**src/design/cfgt_pkg.sv**
```systemverilog
// Constants, field layout and carrier types of the configuration-2 lower field block
package cfgt_pkg;
    // Register indices; byte address is four times the index
    localparam logic [7:0]  CFG2_IDX       = 8'h02;
    localparam logic [7:0]  START_IDX      = 8'h03;
    localparam logic [7:0]  STAT1_IDX      = 8'h10;
    localparam logic [7:0]  STAT2_IDX      = 8'h11;
    localparam logic [7:0]  MASK_IDX       = 8'h12;
    localparam logic [7:0]  STAMP_IDX      = 8'h13;
    localparam logic [7:0]  AUX_IDX        = 8'h14;
    localparam int          ADDR_W         = 10;

    // Configuration-2 field positions
    localparam int          DBL_BIT        = 12;
    localparam int          TICK_LSB       = 7;
    localparam int          SYNC_CLR_BIT   = 6;
    localparam int          SYNC_LOAD_BIT  = 5;
    localparam int          CLR_READ_BIT   = 4;
    localparam int          LEVEL_BIT      = 3;
    localparam int          SRV_AUTO_BIT   = 2;
    localparam int          PER_SA_BIT     = 1;
    localparam int          BCAST_SEP_BIT  = 0;
    localparam logic [31:0] CFG2_RW_MASK   = 32'h000013ff;
    localparam logic [12:0] CFG2_RESET     = 13'h0000;

    // Start/reset write bits
    localparam int          START_INC_BIT  = 4;
    localparam int          START_RST_BIT  = 3;
    localparam int          START_CLR_BIT  = 2;

    // Auxiliary register bits
    localparam int          AUX_SEND_BIT   = 0;
    localparam int          AUX_SRV_BIT    = 1;

    // Tick select codes
    localparam logic [2:0]  TICK_HOST      = 3'h6;
    localparam logic [2:0]  TICK_EXT       = 3'h7;
    localparam logic [2:0]  TICK_FIXED_MAX = 3'h5;

    // Internal status event bits of status register 1
    localparam int          EV_SYNC        = 0;
    localparam int          EV_SYNC_LOAD   = 1;
    localparam int          EV_VECTOR      = 2;
    localparam int          EV_WRAP        = 3;

    // Timing
    localparam int          CLK_MHZ        = 250;
    localparam int          TICK_MIN_US    = 2;
    localparam int          TICK_MIN_CYC   = TICK_MIN_US * CLK_MHZ;
    localparam int          IRQ_PULSE_NS   = 500;
    localparam int          IRQ_PULSE_CYC  = (IRQ_PULSE_NS * CLK_MHZ) / 1000;

    typedef struct packed {
        logic       global_double_buffer;
        logic [1:0] unused_hi;
        logic [2:0] stamp_tick_select;
        logic       stamp_clear_on_sync;
        logic       stamp_load_on_sync_data;
        logic       status_clear_on_read;
        logic       irq_level_style;
        logic       service_bit_auto_clear;
        logic       per_subaddr_buffering;
        logic       broadcast_separate_store;
    } cfgt_cfg_s;

    typedef struct packed {
        logic        sync_rx;
        logic        sync_data_rx;
        logic [15:0] sync_data;
        logic        vector_answered;
        logic        sync_tx_req;
    } cfgt_bus_ev_s;

    typedef struct packed {
        logic rx_double_buffer;
        logic rx_store_separate;
    } cfgt_buf_s;
endpackage : cfgt_pkg

```
**src/design/cfgt_top.sv**
```systemverilog
// Configuration-2 lower fields: stamp counter, interrupt status/output, service bit, buffer steering
`timescale 1ns/10ps
module cfgt_top #(
    parameter int TICK_2US_CYCLES = cfgt_pkg::TICK_MIN_CYC,
    parameter int PULSE_CYCLES    = cfgt_pkg::IRQ_PULSE_CYC
) (
    input  wire logic                      pclk,
    input  wire logic                      presetn,
    input  wire logic                      psel,
    input  wire logic                      penable,
    input  wire logic                      pwrite,
    input  wire logic [cfgt_pkg::ADDR_W-1:0] paddr,
    input  wire logic [31:0]               pwdata,
    output logic      [31:0]               prdata,
    output logic                           pready,
    output logic                           pslverr,
    input  wire logic                      rt_mode,
    input  wire logic                      stamp_ext_clk,
    input  wire cfgt_pkg::cfgt_bus_ev_s    bus_ev,
    input  wire logic [15:0]               evt_grp1,
    input  wire logic [15:0]               evt_grp2,
    input  wire logic                      rx_broadcast,
    input  wire logic                      rx_subaddr_double,
    output cfgt_pkg::cfgt_buf_s            buf_ctl,
    output logic [15:0]                    sync_tx_word,
    output logic                           sync_tx_from_stamp,
    output logic                           service_request,
    output logic [15:0]                    stamp_count,
    output logic                           int_n
);
    import cfgt_pkg::*;

    localparam int PRE_W = 16;

    initial begin
        if (TICK_2US_CYCLES < 1 || (TICK_2US_CYCLES << 5) >= (1 << PRE_W)) begin
            $error("TICK_2US_CYCLES out of range");
        end
        if (PULSE_CYCLES < 1 || PULSE_CYCLES > 255) begin
            $error("PULSE_CYCLES out of range");
        end
    end

    cfgt_cfg_s         cfg_r;
    logic              send_stamp_r;
    logic [15:0]       stat1_r;
    logic [15:0]       stat2_r;
    logic [31:0]       mask_r;
    logic [PRE_W-1:0]  pre_r;
    logic              ext_d_r;
    logic [7:0]        pulse_r;

    // Bus decode
    logic              acc;
    logic              wr;
    logic              rd;
    logic [7:0]        idx;
    logic              mapped;

    assign idx     = paddr[ADDR_W-1:2];
    assign acc     = psel && penable;
    assign wr      = acc && pwrite;
    assign rd      = acc && !pwrite;
    assign mapped  = (paddr[1:0] == 2'h0) &&
                     (idx == CFG2_IDX || idx == START_IDX || idx == STAT1_IDX || idx == STAT2_IDX ||
                      idx == MASK_IDX || idx == STAMP_IDX || idx == AUX_IDX);
    assign pready  = 1'b1;
    assign pslverr = acc && !mapped;

    logic wr_cfg;
    logic wr_start;
    logic wr_mask;
    logic wr_aux;
    logic rd_stat1;
    logic rd_stat2;

    assign wr_cfg   = wr && mapped && idx == CFG2_IDX;
    assign wr_start = wr && mapped && idx == START_IDX;
    assign wr_mask  = wr && mapped && idx == MASK_IDX;
    assign wr_aux   = wr && mapped && idx == AUX_IDX;
    assign rd_stat1 = rd && mapped && idx == STAT1_IDX;
    assign rd_stat2 = rd && mapped && idx == STAT2_IDX;

    // Configuration register
    always_ff @(posedge pclk or negedge presetn) begin
        if (!presetn) begin
            cfg_r <= cfgt_cfg_s'(CFG2_RESET);
        end else if (wr_cfg) begin
            cfg_r <= cfgt_cfg_s'(pwdata[12:0] & CFG2_RW_MASK[12:0]);
        end
    end

    always_ff @(posedge pclk or negedge presetn) begin
        if (!presetn) begin
            send_stamp_r <= 1'b0;
        end else if (wr_aux) begin
            send_stamp_r <= pwdata[AUX_SEND_BIT];
        end
    end

    always_ff @(posedge pclk or negedge presetn) begin
        if (!presetn) begin
            mask_r <= 32'h00000000;
        end else if (wr_mask) begin
            mask_r <= pwdata;
        end
    end

    // Stamp tick generation
    logic [PRE_W-1:0] period;
    logic             fixed_tick;
    logic             host_tick;
    logic             ext_tick;
    logic             tick;

    always_comb begin
        period = PRE_W'(TICK_2US_CYCLES) << (3'h5 - cfg_r.stamp_tick_select);
    end

    always_ff @(posedge pclk or negedge presetn) begin
        if (!presetn) begin
            pre_r <= '0;
        end else if (cfg_r.stamp_tick_select > TICK_FIXED_MAX || wr_cfg || pre_r >= period - 1'b1) begin
            pre_r <= '0;
        end else begin
            pre_r <= pre_r + 1'b1;
        end
    end

    always_ff @(posedge pclk or negedge presetn) begin
        if (!presetn) begin
            ext_d_r <= 1'b0;
        end else begin
            ext_d_r <= stamp_ext_clk;
        end
    end

    assign fixed_tick = cfg_r.stamp_tick_select <= TICK_FIXED_MAX && !wr_cfg
                        && pre_r >= period - 1'b1;
    assign host_tick  = cfg_r.stamp_tick_select == TICK_HOST && wr_start
                        && pwdata[START_INC_BIT];
    assign ext_tick   = cfg_r.stamp_tick_select == TICK_EXT && stamp_ext_clk && !ext_d_r;
    assign tick       = fixed_tick || host_tick || ext_tick;

    // Stamp counter: reset and sync actions take precedence over a tick
    logic sync_clear;
    logic sync_load;
    logic wrap;

    assign sync_clear = cfg_r.stamp_clear_on_sync && bus_ev.sync_rx;
    assign sync_load  = rt_mode && cfg_r.stamp_load_on_sync_data && bus_ev.sync_data_rx;
    assign wrap       = tick && stamp_count == 16'hffff && !sync_clear && !sync_load;

    always_ff @(posedge pclk or negedge presetn) begin
        if (!presetn) begin
            stamp_count <= 16'h0000;
        end else if (wr_start && pwdata[START_RST_BIT]) begin
            stamp_count <= 16'h0000;
        end else if (sync_load) begin
            stamp_count <= bus_ev.sync_data;
        end else if (sync_clear) begin
            stamp_count <= 16'h0000;
        end else if (tick) begin
            stamp_count <= stamp_count + 16'h0001;
        end
    end

    // Word for an issued Synchronize With Data
    always_ff @(posedge pclk or negedge presetn) begin
        if (!presetn) begin
            sync_tx_word       <= 16'h0000;
            sync_tx_from_stamp <= 1'b0;
        end else if (bus_ev.sync_tx_req) begin
            sync_tx_from_stamp <= send_stamp_r;
            sync_tx_word       <= send_stamp_r ? stamp_count : 16'h0000;
        end
    end

    // Service request bit: a host write wins over the automatic clear
    always_ff @(posedge pclk or negedge presetn) begin
        if (!presetn) begin
            service_request <= 1'b0;
        end else if (wr_aux) begin
            service_request <= pwdata[AUX_SRV_BIT];
        end else if (cfg_r.service_bit_auto_clear && bus_ev.vector_answered) begin
            service_request <= 1'b0;
        end
    end

    // Interrupt status: new events win over any clear in the same cycle
    logic [15:0] ev1;
    logic        clr_both;
    logic        clr1;
    logic        clr2;

    always_comb begin
        ev1               = evt_grp1;
        ev1[EV_SYNC]      = evt_grp1[EV_SYNC] | bus_ev.sync_rx;
        ev1[EV_SYNC_LOAD] = evt_grp1[EV_SYNC_LOAD] | sync_load;
        ev1[EV_VECTOR]    = evt_grp1[EV_VECTOR] | bus_ev.vector_answered;
        ev1[EV_WRAP]      = evt_grp1[EV_WRAP] | wrap;
    end

    assign clr_both = !cfg_r.status_clear_on_read && wr_start && pwdata[START_CLR_BIT];
    assign clr1     = clr_both || (cfg_r.status_clear_on_read && rd_stat1);
    assign clr2     = clr_both || (cfg_r.status_clear_on_read && rd_stat2);

    always_ff @(posedge pclk or negedge presetn) begin
        if (!presetn) begin
            stat1_r <= 16'h0000;
        end else begin
            stat1_r <= (clr1 ? 16'h0000 : stat1_r) | ev1;
        end
    end

    always_ff @(posedge pclk or negedge presetn) begin
        if (!presetn) begin
            stat2_r <= 16'h0000;
        end else begin
            stat2_r <= (clr2 ? 16'h0000 : stat2_r) | evt_grp2;
        end
    end

    // Interrupt output, active low
    logic pending;
    logic fresh;

    assign pending = |({stat2_r, stat1_r} & mask_r);
    assign fresh   = |({evt_grp2, ev1} & mask_r);

    always_ff @(posedge pclk or negedge presetn) begin
        if (!presetn) begin
            pulse_r <= 8'h00;
        end else if (cfg_r.irq_level_style) begin
            pulse_r <= 8'h00;
        end else if (fresh && pulse_r == 8'h00) begin
            pulse_r <= 8'(PULSE_CYCLES);
        end else if (pulse_r != 8'h00) begin
            pulse_r <= pulse_r - 8'h01;
        end
    end

    always_ff @(posedge pclk or negedge presetn) begin
        if (!presetn) begin
            int_n <= 1'b1;
        end else if (cfg_r.irq_level_style) begin
            int_n <= !pending;
        end else begin
            int_n <= !((fresh && pulse_r == 8'h00) || pulse_r > 8'h01);
        end
    end

    // Receive buffer steering
    always_ff @(posedge pclk or negedge presetn) begin
        if (!presetn) begin
            buf_ctl <= '0;
        end else begin
            buf_ctl.rx_double_buffer  <= cfg_r.per_subaddr_buffering ? rx_subaddr_double
                                                                     : cfg_r.global_double_buffer;
            buf_ctl.rx_store_separate <= cfg_r.broadcast_separate_store && rx_broadcast;
        end
    end

    // Read data, captured in the setup phase
    always_ff @(posedge pclk or negedge presetn) begin
        if (!presetn) begin
            prdata <= 32'h00000000;
        end else if (psel && !penable && !pwrite) begin
            case (idx)
                CFG2_IDX:  prdata <= {19'h00000, cfg_r} & CFG2_RW_MASK;
                STAT1_IDX: prdata <= {16'h0000, stat1_r};
                STAT2_IDX: prdata <= {16'h0000, stat2_r};
                MASK_IDX:  prdata <= mask_r;
                STAMP_IDX: prdata <= {16'h0000, stamp_count};
                AUX_IDX:   prdata <= {30'h00000000, service_request, send_stamp_r};
                default:   prdata <= 32'h00000000;
            endcase
        end
    end
endmodule : cfgt_top

```
**config.mk**
```make
export PLATFORM = sky130hd
export DESIGN_NAME = cfgt_top
export DESIGN_NICKNAME = d
export VERILOG_FILES = /design/src/design/cfgt_pkg.sv /design/src/design/cfgt_top.sv
export SDC_FILE = /design/constraint.sdc
export NUM_CORES = 1
export LEC_CHECK = 0
export ABC_AREA = 1
export BUFFER_PORTS_ARGS = -buffer_cell sky130_fd_sc_hd__buf_4
export CAP_MARGIN = 25
export CORE_MARGIN = 2
export CORE_UTILIZATION = 55
export DETAILED_ROUTE_END_ITERATION = 10
export GPL_ROUTABILITY_DRIVEN = 0
export PLACE_DENSITY = 0.8
export SLEW_MARGIN = 40
export SYNTH_ARGS = -nofsm -noshare
export SYNTH_HDL_FRONTEND = slang
export SYNTH_SLANG_ARGS = --single-unit
```
**constraint.sdc**
```tcl
create_clock -name pclk -period 3.57 [get_ports pclk]
set_input_delay 0.357 -clock pclk [delete_from_list [all_inputs] [get_ports pclk]]
set_output_delay 0.357 -clock pclk [all_outputs]
set_load 0.05 [all_outputs]
```
==> out/results.txt, run 1 <==
Post-Syn Area: 8520 µm²
Design area: 10600 µm²
H-Tree Depth: 4
Yosys reg bits: 170
DR iter-0 viols: 864
Placed cell count: 1321
Max-cap viol count: 0
Fin. max-slew vios: 0
DRC viols: 0
Layout Cells excl Fill: 1354
Required @ worst endpoint: 3.90 ns
Share of cells above drive strength 1: 21.3%
Worst hold slack: 0.0479 ns
Critical setup path kind: flip-flop to flip-flop
Critical path capture point type: flip-flop
Period utilisation layout: 89.6%
Worst slew margin: 50.7%
Clk root buf: clkbuf_16
Final Hold Vio Count: 0
Netlist cell types: 48
Ys async rst share: 100%
GR Util All Layers: 31.2%
Max Buffers Root-to-Sink: 2
YS warnings: 0
Final Skew: 0.00758 ns
Placement Setup Slack: 0.397 ns
RSZ-0062 raised after global routing: no
Drt wl/cell: 18.5 µm
Core Area: 15100 µm²
Port bufs: 172
# setup viols final: 0
Cells after synthesis: 984
Design Power: 4.85 mW
FILL cells: 1192
CP Depth: 19
Crit-path cells: inv_1 > ha_1 > inv_1 > xor2_1 > ha_1 > nand2_1 > inv_1 > nand3_1 > a21oi_1 > o21ai_0 > nand2_1 > nand3_1 > nand3_1 > nand2_1 > nand2_1 > nand2_1 > nand4_1 > nand3_1 > inv_1
WL final: 25000 µm
Initial antenna violation count: 0
Die ar.: 16500 µm²
Post-Route Utilization: 70.2%
Outcome: complete, no violations
Post-place instance area: 10000 µm²
Leakage power: 5.44 nW
Crit. Startpoint: cfg_r[8]
Post-route ant nets: 0
Largest net degree at the start of global routing: 95
Worst Slack Setup Final: 0.371 ns
Vias in the first global route: 7637
Total CTS buffers: 17
Clk Latency, worst-skew pair: 0.43 ns
Primary FF master, synth: dfrtp_1
Site Rows: 45
P&R area growth vs syn: 24.8%
Power density over cell area: 456 nW/µm²
Clock period minus worst slack: 3.20 ns
Reg-to-reg endpoint: pulse_r[4]
Slew @ Worst Pin: 0.736 ns
Crit-path leading delay family: simple AND/OR/NAND/NOR gates
RR Startpoint: cfg_r[8]
CTS tree: yes
Avg Cell Area, Syn: 8.66 µm²
GRT Residual Overflow: 0
Critical Path AT: 3.52 ns
Final HPWL DP: 18800 µm
N_diodes: 0
CP Buf/Inv Count: 4
Crit path capture: pulse_r[4]
Sink Count: 170
Via density: 5.86
Nets@finish: 1280
EDFF count, synth: 0
Pre-Repair DR Iteration Count: 5
Area of the multi-input gates: 3520 µm²
Die X: 128 µm
Reg2reg path depth: 19
Syn_nets: 1111
Reg-to-reg slack, setup: 0.37 ns
Fmax: 313 MHz
Starting Density: 56.3%
Top Ports: 174
Min-Delay Path Class: input port to flip-flop
Reg area: 4260 µm²
Routed vias: 7941
First-pass GRT wire length: 39500 µm
CP max stage delay: 0.48 ns
Critical path's most frequent cell: nand2_1
Register area share after synthesis: 49.9%
Crit-path slowest cell: dfrtp_1
Setup TNS: 0 ns
Kind of start point of the critical path: flip-flop
Die Y: 128 µm
Clock input transition at the sequential cells of the worst setup and hold paths: 0.06 ns
Worst VDD drop: 332 µV
Worst Path Max Fanout: 8
-- logic make-up (layout without fill, tap and decap cells) --
group                    count (synthesis)  after routing  synth area share [%]
adder cells (fa/ha/maj)                 24             24                  3.52
multiplexers                             8              8                  1.06
AND/OR/NAND/NOR                        318            318                  16.9
AO/OA/AOI/OAI                          257            257                  18.6
other                                    1              1                0.0440
buffers and inverters                  194            376                  8.78
flip-flops                             170            170                  49.9
XOR/XNOR                                12             12                  1.23
-- flip-flops by register name, indices dropped and copies added, names as in the netlist --
signal	cells
sync_tx_word	16
stat2_r	16
int_n	1
service_request	1
stamp_count	16
sync_tx_from_stamp	1
send_stamp_r	1
pulse_r	8
cfg_r	11
mask_r	32
buf_ctl	2
ext_d_r	1
pre_r	16
prdata	32
stat1_r	16
-- how the worst min path moves through the flow --
stage | start | endpoint | slack [ns] | cells past startpoint
after floorplan | presetn | buf_ctl[0] | 0.06 | 0
after detailed placement | presetn | sync_tx_word[2] | 0.41 | 1
after CTS | stamp_ext_clk | ext_d_r | 0.04 | 1
after global routing | stamp_ext_clk | ext_d_r | 0.04 | 1
after global placement | presetn | sync_tx_from_stamp | 0.42 | 1
final | stamp_ext_clk | ext_d_r | 0.05 | 1
-- worst register-to-register path: cells and delay by family, from the launching register on --
kind,cells,cell delay (ns)
DFF,1,0.48
and+or+nand+nor,10,1.04
AOI/OAI and AO/OA,2,0.32
adders and majority gates,2,0.71
buffers and inverters,4,0.35
xor gates and xnor gates,1,0.18
-- cell type report --
cell class / instances / share of cell area, %
Clock buffer: 20 / 4.29
Sequential cell: 170 / 40.0
Inverter: 165 / 5.82
Timing Repair Buffer: 179 / 12.9
Clock inverter: 12 / 1.61
Multi-Input combinational cell: 620 / 33.1
Tap cell: 188 / 2.21
-- report_power, final --
| group | total [mW] | leakage, nW | switching, mW | internal [mW] |
|---|---|---|---|---|
| Combinational | 0.743 | 3.13 | 0.474 | 0.269 |
| Sequential | 2.14 | 2.01 | 0.104 | 2.04 |
| Clock | 1.97 | 0.302 | 0.766 | 1.20 |
-- cells in the mapped netlist, drive strengths merged (2+ instances only) --
cell,number,area (µm²)
nand2,172,676
dfrtp,169,4230
inv,161,604
o21ai,82,410
nor2,70,295
o22ai,59,369
a21oi,41,205
nand3,30,170
ha,24,300
o21bai,23,173
clkbuf,17,63.8
nand4,16,113
nor3,16,85.1
buf,12,65.1
o31ai,11,82.6
a211oi,8,60.1
mux2,8,90.1
nor3b,8,60.1
xor2,8,70.1
a32oi,6,52.6
clkinv,4,15.0
xnor2,4,35.0
a2111oi,3,26.3
a221oi,3,26.3
a22o,3,26.3
a22oi,3,22.5
a31o,3,26.3
a32o,3,30.0
nor4,3,18.8
o211ai,3,22.5
o2111ai,2,17.5
o21a,2,15.0
o221ai,2,17.5
-- repair_timing --
item                       4_1_cts  5_1_grt
setup endpoints to repair        0        1
hold buffers                     1        0
buffers inserted                 0        0
resized for setup                0        1
hold endpoints to repair        75        0
-- layer usage --
layer	track usage, %	wire, µm	vias up
met5	0	0	-
met4	14.2	990	0
met3	7.57	2550	71
met2	48.3	11500	466
met1	42.0	10000	3749
li1	-	-	3655
-- cells in the final DEF (no fill, tap or decap), drive strengths merged, types with 8 or more instances in the layout --
master  synthesis  routed
buf            12     178
nand2         172     172
dfrtp         169     169
inv           161     161
o21ai          82      82
nor2           70      70
o22ai          59      59
a21oi          41      41
nand3          30      30
ha             24      24
o21bai         23      23
clkbuf         17      20
nor3           16      16
nand4          16      16
o31ai          11      11
clkinv          4       9
xor2            8       8
nor3b           8       8
a211oi          8       8
mux2            8       8
No activity file was read; power rests on OpenSTA's default activity.
==> inputs of run 2 (changes only) <==
RECOVER_POWER = 100   (was unset)
==> out/results.txt, run 2 (synthesis results as in run 1) <==
Sink Count: 170
NetSw: 1.34 mW
P&R area growth vs syn: 20.9%
Biggest regs: mask_r x32, prdata x32
Clock input transition at the sequential cells of the worst setup and hold paths: 0.06 ns
Placement Setup Slack: 0.397 ns
Max-cap viol count: 2
Die Y: 128 µm
Critical path's most frequent cell: nand2_1
Die X: 128 µm
Outcome: complete, but fails checks
Drt wl/cell: 18.6 µm
Met3 routed WL: 2390 µm
Largest net degree at the start of global routing: 95
CTS tree: yes
Period utilisation layout: 90.3%
Post-Route Utilization: 68.0%
N_diodes: 0
Core Area: 15100 µm²
Starting Density: 56.3%
Worst Slack Setup Final: 0.345 ns
Commonest cells after routing, fill and taps aside: 169 x dfrtp_1, 166 x nand2_1, 155 x inv_1, 99 x buf_4, 75 x o21ai_0
Crit. Startpoint: cfg_r[8]
Initial antenna violation count: 0
Final HPWL DP: 18800 µm
Total CTS buffers: 17
Power density over cell area: 466 nW/µm²
Top Ports: 174
Post-CTS Setup Inserts: 0
Critical path capture point type: flip-flop
WL final: 25200 µm
Fin. max-slew vios: 120
Critical setup path kind: flip-flop to flip-flop
Pre-Repair DR Iteration Count: 5
Max layer used: met4
CP Buf/Inv Count: 3
H-Tree Depth: 4
Vias in the first global route: 7637
Design area: 10300 µm²
Crit path capture: pulse_r[5]
Final Hold Vio Count: 0
Fmax: 310 MHz
Routed vias: 7934
First-pass GRT wire length: 39500 µm
# setup viols final: 0
Worst slew margin: -24.3%
Max Buffers Root-to-Sink: 2
Clk Latency, worst-skew pair: 0.43 ns
Port bufs: 172
Crit-path slowest cell: dfrtp_1
Reg-to-reg endpoint: pulse_r[5]
GRT Residual Overflow: 0
Post-place instance area: 10000 µm²
Reg2reg path depth: 19
Setup TNS: 0 ns
Min-Delay Path Class: input port to flip-flop
Die ar.: 16500 µm²
GR Util All Layers: 31.2%
Worst Path Max Fanout: 8
Failing checks: capacitance limit, slew limit
CP Depth: 19
Leading cell type in the layout, fill and taps excluded: dfrtp_1
Reg-to-reg slack, setup: 0.35 ns
Clock period minus worst slack: 3.22 ns
RSZ-0062 raised after global routing: no
Post-route ant nets: 0
Crit-path cells: inv_1 > ha_1 > inv_1 > xor2_1 > ha_1 > nand2_1 > inv_1 > nand3_1 > a21oi_1 > o21ai_0 > nand2_1 > nand3_1 > nand3_1 > nand2_1 > nand2_1 > nand2_1 > nand2_1 > nand3_1 > o21ai_1
Metal-1 WL: 10300 µm
RR Startpoint: cfg_r[8]
Final Skew: 0.00888 ns
DRC viols: 0
Length of routed met2 wiring: 11400 µm
CP max stage delay: 0.48 ns
Sequential share of power: 44.6%
Clk network pwr share: 40.9%
Site Rows: 45
Worst VDD drop: 334 µV
Share of cells above drive strength 1: 14.4%
Critical Path AT: 3.54 ns
Leakage power: 5.11 nW
Sw frac: 27.9%
Required @ worst endpoint: 3.88 ns
DR iter-0 viols: 839
Slew @ Worst Pin: 1.86 ns
Nets@finish: 1280
Clk root buf: clkbuf_16
Internal power: 3.46 mW
Crit-path leading delay family: simple AND/OR/NAND/NOR gates
Via density: 5.86
Comb pwr share: 14.5%
Kind of start point of the critical path: flip-flop
-- run 2: cell count changes in the layout (fill, tap and decap cells not counted), sizes merged --
cell,delta
buf,-78
clkbuf,+78
-- run 2: worst min path at each step --
stage,start,to,slack [ns],depth (start not counted)
finish,stamp_ext_clk,ext_d_r,0.07,1
CTS,stamp_ext_clk,ext_d_r,0.04,1
detailed placement,presetn,sync_tx_word[2],0.41,1
floorplan,presetn,buf_ctl[0],0.06,0
global placement,presetn,sync_tx_from_stamp,0.42,1
global route,stamp_ext_clk,ext_d_r,0.06,1
-- run 2: layout make-up --
cell class              count  area [µm²]
clock buffers              20         457
clock inverters            12         171
fillers                  1279        4840
inverters                 165         619
multi-input cells         620        3490
flip-flops and latches    170        4260
well taps                 188         235
repair buffers            179        1080
-- run 2: per-layer routing --
layer  track usage, %  vias up
li1                 -     3648
met1             42.0     3761
met2             48.3      443
met3             7.57       82
met4             14.2        0
met5                0        -
-- run 2: power by group through the flow --
stage | combinational (mW) | sequential [mW] | clock [mW]
finish | 0.697 | 2.14 | 1.97
global route | 0.757 | 2.15 | 2.06
CTS | 0.741 | 2.14 | 1.97
detailed placement | 0.734 | 2.17 | 0
global placement | 0.716 | 2.17 | 0
floorplan | 0.267 | 2.32 | 0
-- run 2: per-stage QoR --
stage | std cells | power, mW | hold slack [ns]
2_1_floorplan | 984 | 2.59 | 0.0614
3_3_place_gp | 1321 | 2.88 | 0.415
3_5_place_dp | 1321 | 2.90 | 0.411
4_1_cts | 1354 | 4.85 | 0.0395
5_1_grt | 1354 | 4.96 | 0.0619
6_report | 1354 | 4.80 | 0.0717
-- run 2: what timing repair did --
item | in CTS | in global routing
endpoints found under the hold margin | 75 | 0
hold buffers | 1 | 0
gates resized for setup | 0 | 1
endpoints found under the setup margin | 0 | 1
-- run 2: worst reg2reg max path, stage by stage (launching register included) --
cell and delay [ns]:
dfrtp_1 0.48, inv_1 0.17, ha_1 0.42, inv_1 0.11
xor2_1 0.18, ha_1 0.29, nand2_1 0.08, inv_1 0.04
nand3_1 0.05, a21oi_1 0.04, o21ai_0 0.28, nand2_1 0.09
nand3_1 0.16, nand3_1 0.14, nand2_1 0.10, nand2_1 0.05
nand2_1 0.07, nand2_1 0.09, nand3_1 0.17, o21ai_1 0.08
==> inputs of run 3 (changes only) <==
CORE_MARGIN = unset   (was 2)
SKIP_LAST_GASP = 1   (was unset)
==> out/results.txt, run 3 (synthesis results as in run 1) <==
Outcome: complete, but fails checks
Failing checks: capacitance limit, slew limit
Placement Setup Slack: 0.370 ns
Routed vias: 7972
DRC viols: 0
Drt wl/cell: 18.5 µm
Worst VDD drop: 342 µV
Reg-to-reg slack, setup: 0.33 ns
Reg-to-reg endpoint: pulse_r[5]
Biggest regs: mask_r x32, prdata x32
Fmax: 309 MHz
Critical path's most frequent cell: nand2_1
GRT Residual Overflow: 0
Post-route ant nets: 0
Final Skew: 0.00897 ns
Core Area: 15100 µm²
Hold depth: 1
P&R area growth vs syn: 20.2%
Placed cell count: 1324
WL final: 25100 µm
Layout Cells excl Fill: 1356
CTS tree: yes
Design Power: 4.60 mW
First-pass GRT wire length: 39300 µm
Final Hold Vio Count: 0
Critical Path AT: 3.55 ns
Initial antenna violation count: 0
Required @ worst endpoint: 3.88 ns
Leading cell type in the layout, fill and taps excluded: dfrtp_1
N_diodes: 0
Clk Latency, worst-skew pair: 0.44 ns
Crit-path cells: inv_1 > ha_1 > inv_1 > xor2_1 > ha_1 > nand2_1 > inv_1 > nand3_1 > a21oi_1 > o21ai_0 > nand2_1 > nand3_1 > nand3_1 > nand2_1 > nand2_1 > nand2_1 > nand2_1 > nand3_2 > o21ai_1
Power density over cell area: 449 nW/µm²
Starting Density: 56.3%
Pre-Repair DR Iteration Count: 6
GR Util All Layers: 32.2%
H-Tree Depth: 4
Kind of start point of the critical path: flip-flop
Sink Count: 170
Clock period minus worst slack: 3.24 ns
RSZ-0062 raised after global routing: no
Via density: 5.88
Reg area: 4260 µm²
Clock input transition at the sequential cells of the worst setup and hold paths: 0.07 ns
Die ar.: 16000 µm²
Max-cap viol count: 2
Slew @ Worst Pin: 2.40 ns
# setup viols final: 0
Critical setup path kind: flip-flop to flip-flop
Critical path capture point type: flip-flop
CP max stage delay: 0.47 ns
Worst Slack Setup Final: 0.330 ns
Max Buffers Root-to-Sink: 2
Commonest cells after routing, fill and taps aside: 168 x dfrtp_1, 166 x nand2_1, 156 x inv_1, 97 x buf_4
Reg2reg path depth: 19
Worst slew margin: -60.2%
Leakage power: 5.08 nW
Worst Path Max Fanout: 7
Share of cells above drive strength 1: 14.1%
Design area: 10200 µm²
Fin. max-slew vios: 139
Die Y: 126 µm
Largest net degree at the start of global routing: 95
Port bufs: 172
Area of the multi-input gates: 3490 µm²
Worst hold start: stamp_ext_clk
RR Startpoint: cfg_r[9]
Clk root buf: clkbuf_16
Site Rows: 45
Total CTS buffers: 17
Die X: 126 µm
Nets@finish: 1283
Period utilisation layout: 90.8%
Setup TNS: 0 ns
Post-place instance area: 10000 µm²
Final HPWL DP: 18800 µm
Crit-path slowest cell: dfrtp_1
FILL cells: 1285
Min-Delay Path Class: input port to flip-flop
Top Ports: 174
Vias in the first global route: 7571
Hold Path End: ext_d_r
DR iter-0 viols: 945
-- run 3: cell count changes in the layout (fill, tap and decap cells not counted), sizes merged --
cell	before	now
clkbuf	98	107
bufinv	4	1
buf	100	98
clkinvlp	3	1
-- run 3: layout make-up --
cell class,instances,area share (%)
multi-input cells,620,34.1
clock inverters,7,0.647
flip-flops and latches,170,41.5
inverters,165,6.05
clock buffers,24,4.80
well taps,188,2.30
repair buffers,182,10.6
-- run 3: what timing repair did --
action	CTS	global route
hold endpoints to repair	72	0
endpoints found under the setup margin	0	8
hold buffers	1	0
resized for setup	0	2
buffers inserted	0	0
-- run 3: routing by layer --
| metal | vias to the layer above | share of wire, % | global-route usage, % |
|---|---|---|---|
| li1 | 3659 | - | - |
| met1 | 3765 | 40 | 44.1 |
| met2 | 480 | 45 | 50.3 |
| met3 | 68 | 11 | 6.41 |
| met4 | 0 | 3.4 | 13.7 |
| met5 | - | 0 | 0 |
-- run 3: metrics by stage --
| stage | hold WS, ns | utilization (%) |
|---|---|---|
| detailed placement | 0.425 | 66.1 |
| global placement | 0.449 | 66.1 |
| floorplan | 0.0614 | - |
| global route | 0.0571 | 67.6 |
| CTS | 0.0304 | 69.8 |
| finish | 0.0534 | 67.6 |
-- run 3: worst max path at each step --
stage	endpoint	cells past startpoint	slack (ns)	start
finish	pulse_r[5]	19	0.33	cfg_r[9]
global placement	stamp_count[15]	16	0.52	cfg_r[8]
global route	pulse_r[5]	18	0.01	cfg_r[9]
detailed placement	stamp_count[15]	15	0.37	cfg_r[8]
floorplan	pulse_r[4]	18	0.92	cfg_r[8]
CTS	stamp_count[15]	16	0.32	cfg_r[8]
-- run 3: critical path: cells and delay by family (launching register included) --
kind	cells	cell delay [ns]
AO/OA/AOI/OAI	3	0.44
XOR/XNOR	1	0.24
flip-flops	1	0.47
adder cells (fa/ha/maj)	2	0.69
AND/OR/NAND/NOR	10	0.98
buffers and inverters	3	0.29
-- run 3: report_power, final --
group          total, mW  switching [mW]  internal [mW]  leakage [nW]
Clock               1.77           0.741           1.03         0.276
Combinational      0.693           0.470          0.224          2.80
Sequential          2.14           0.102           2.04          2.01
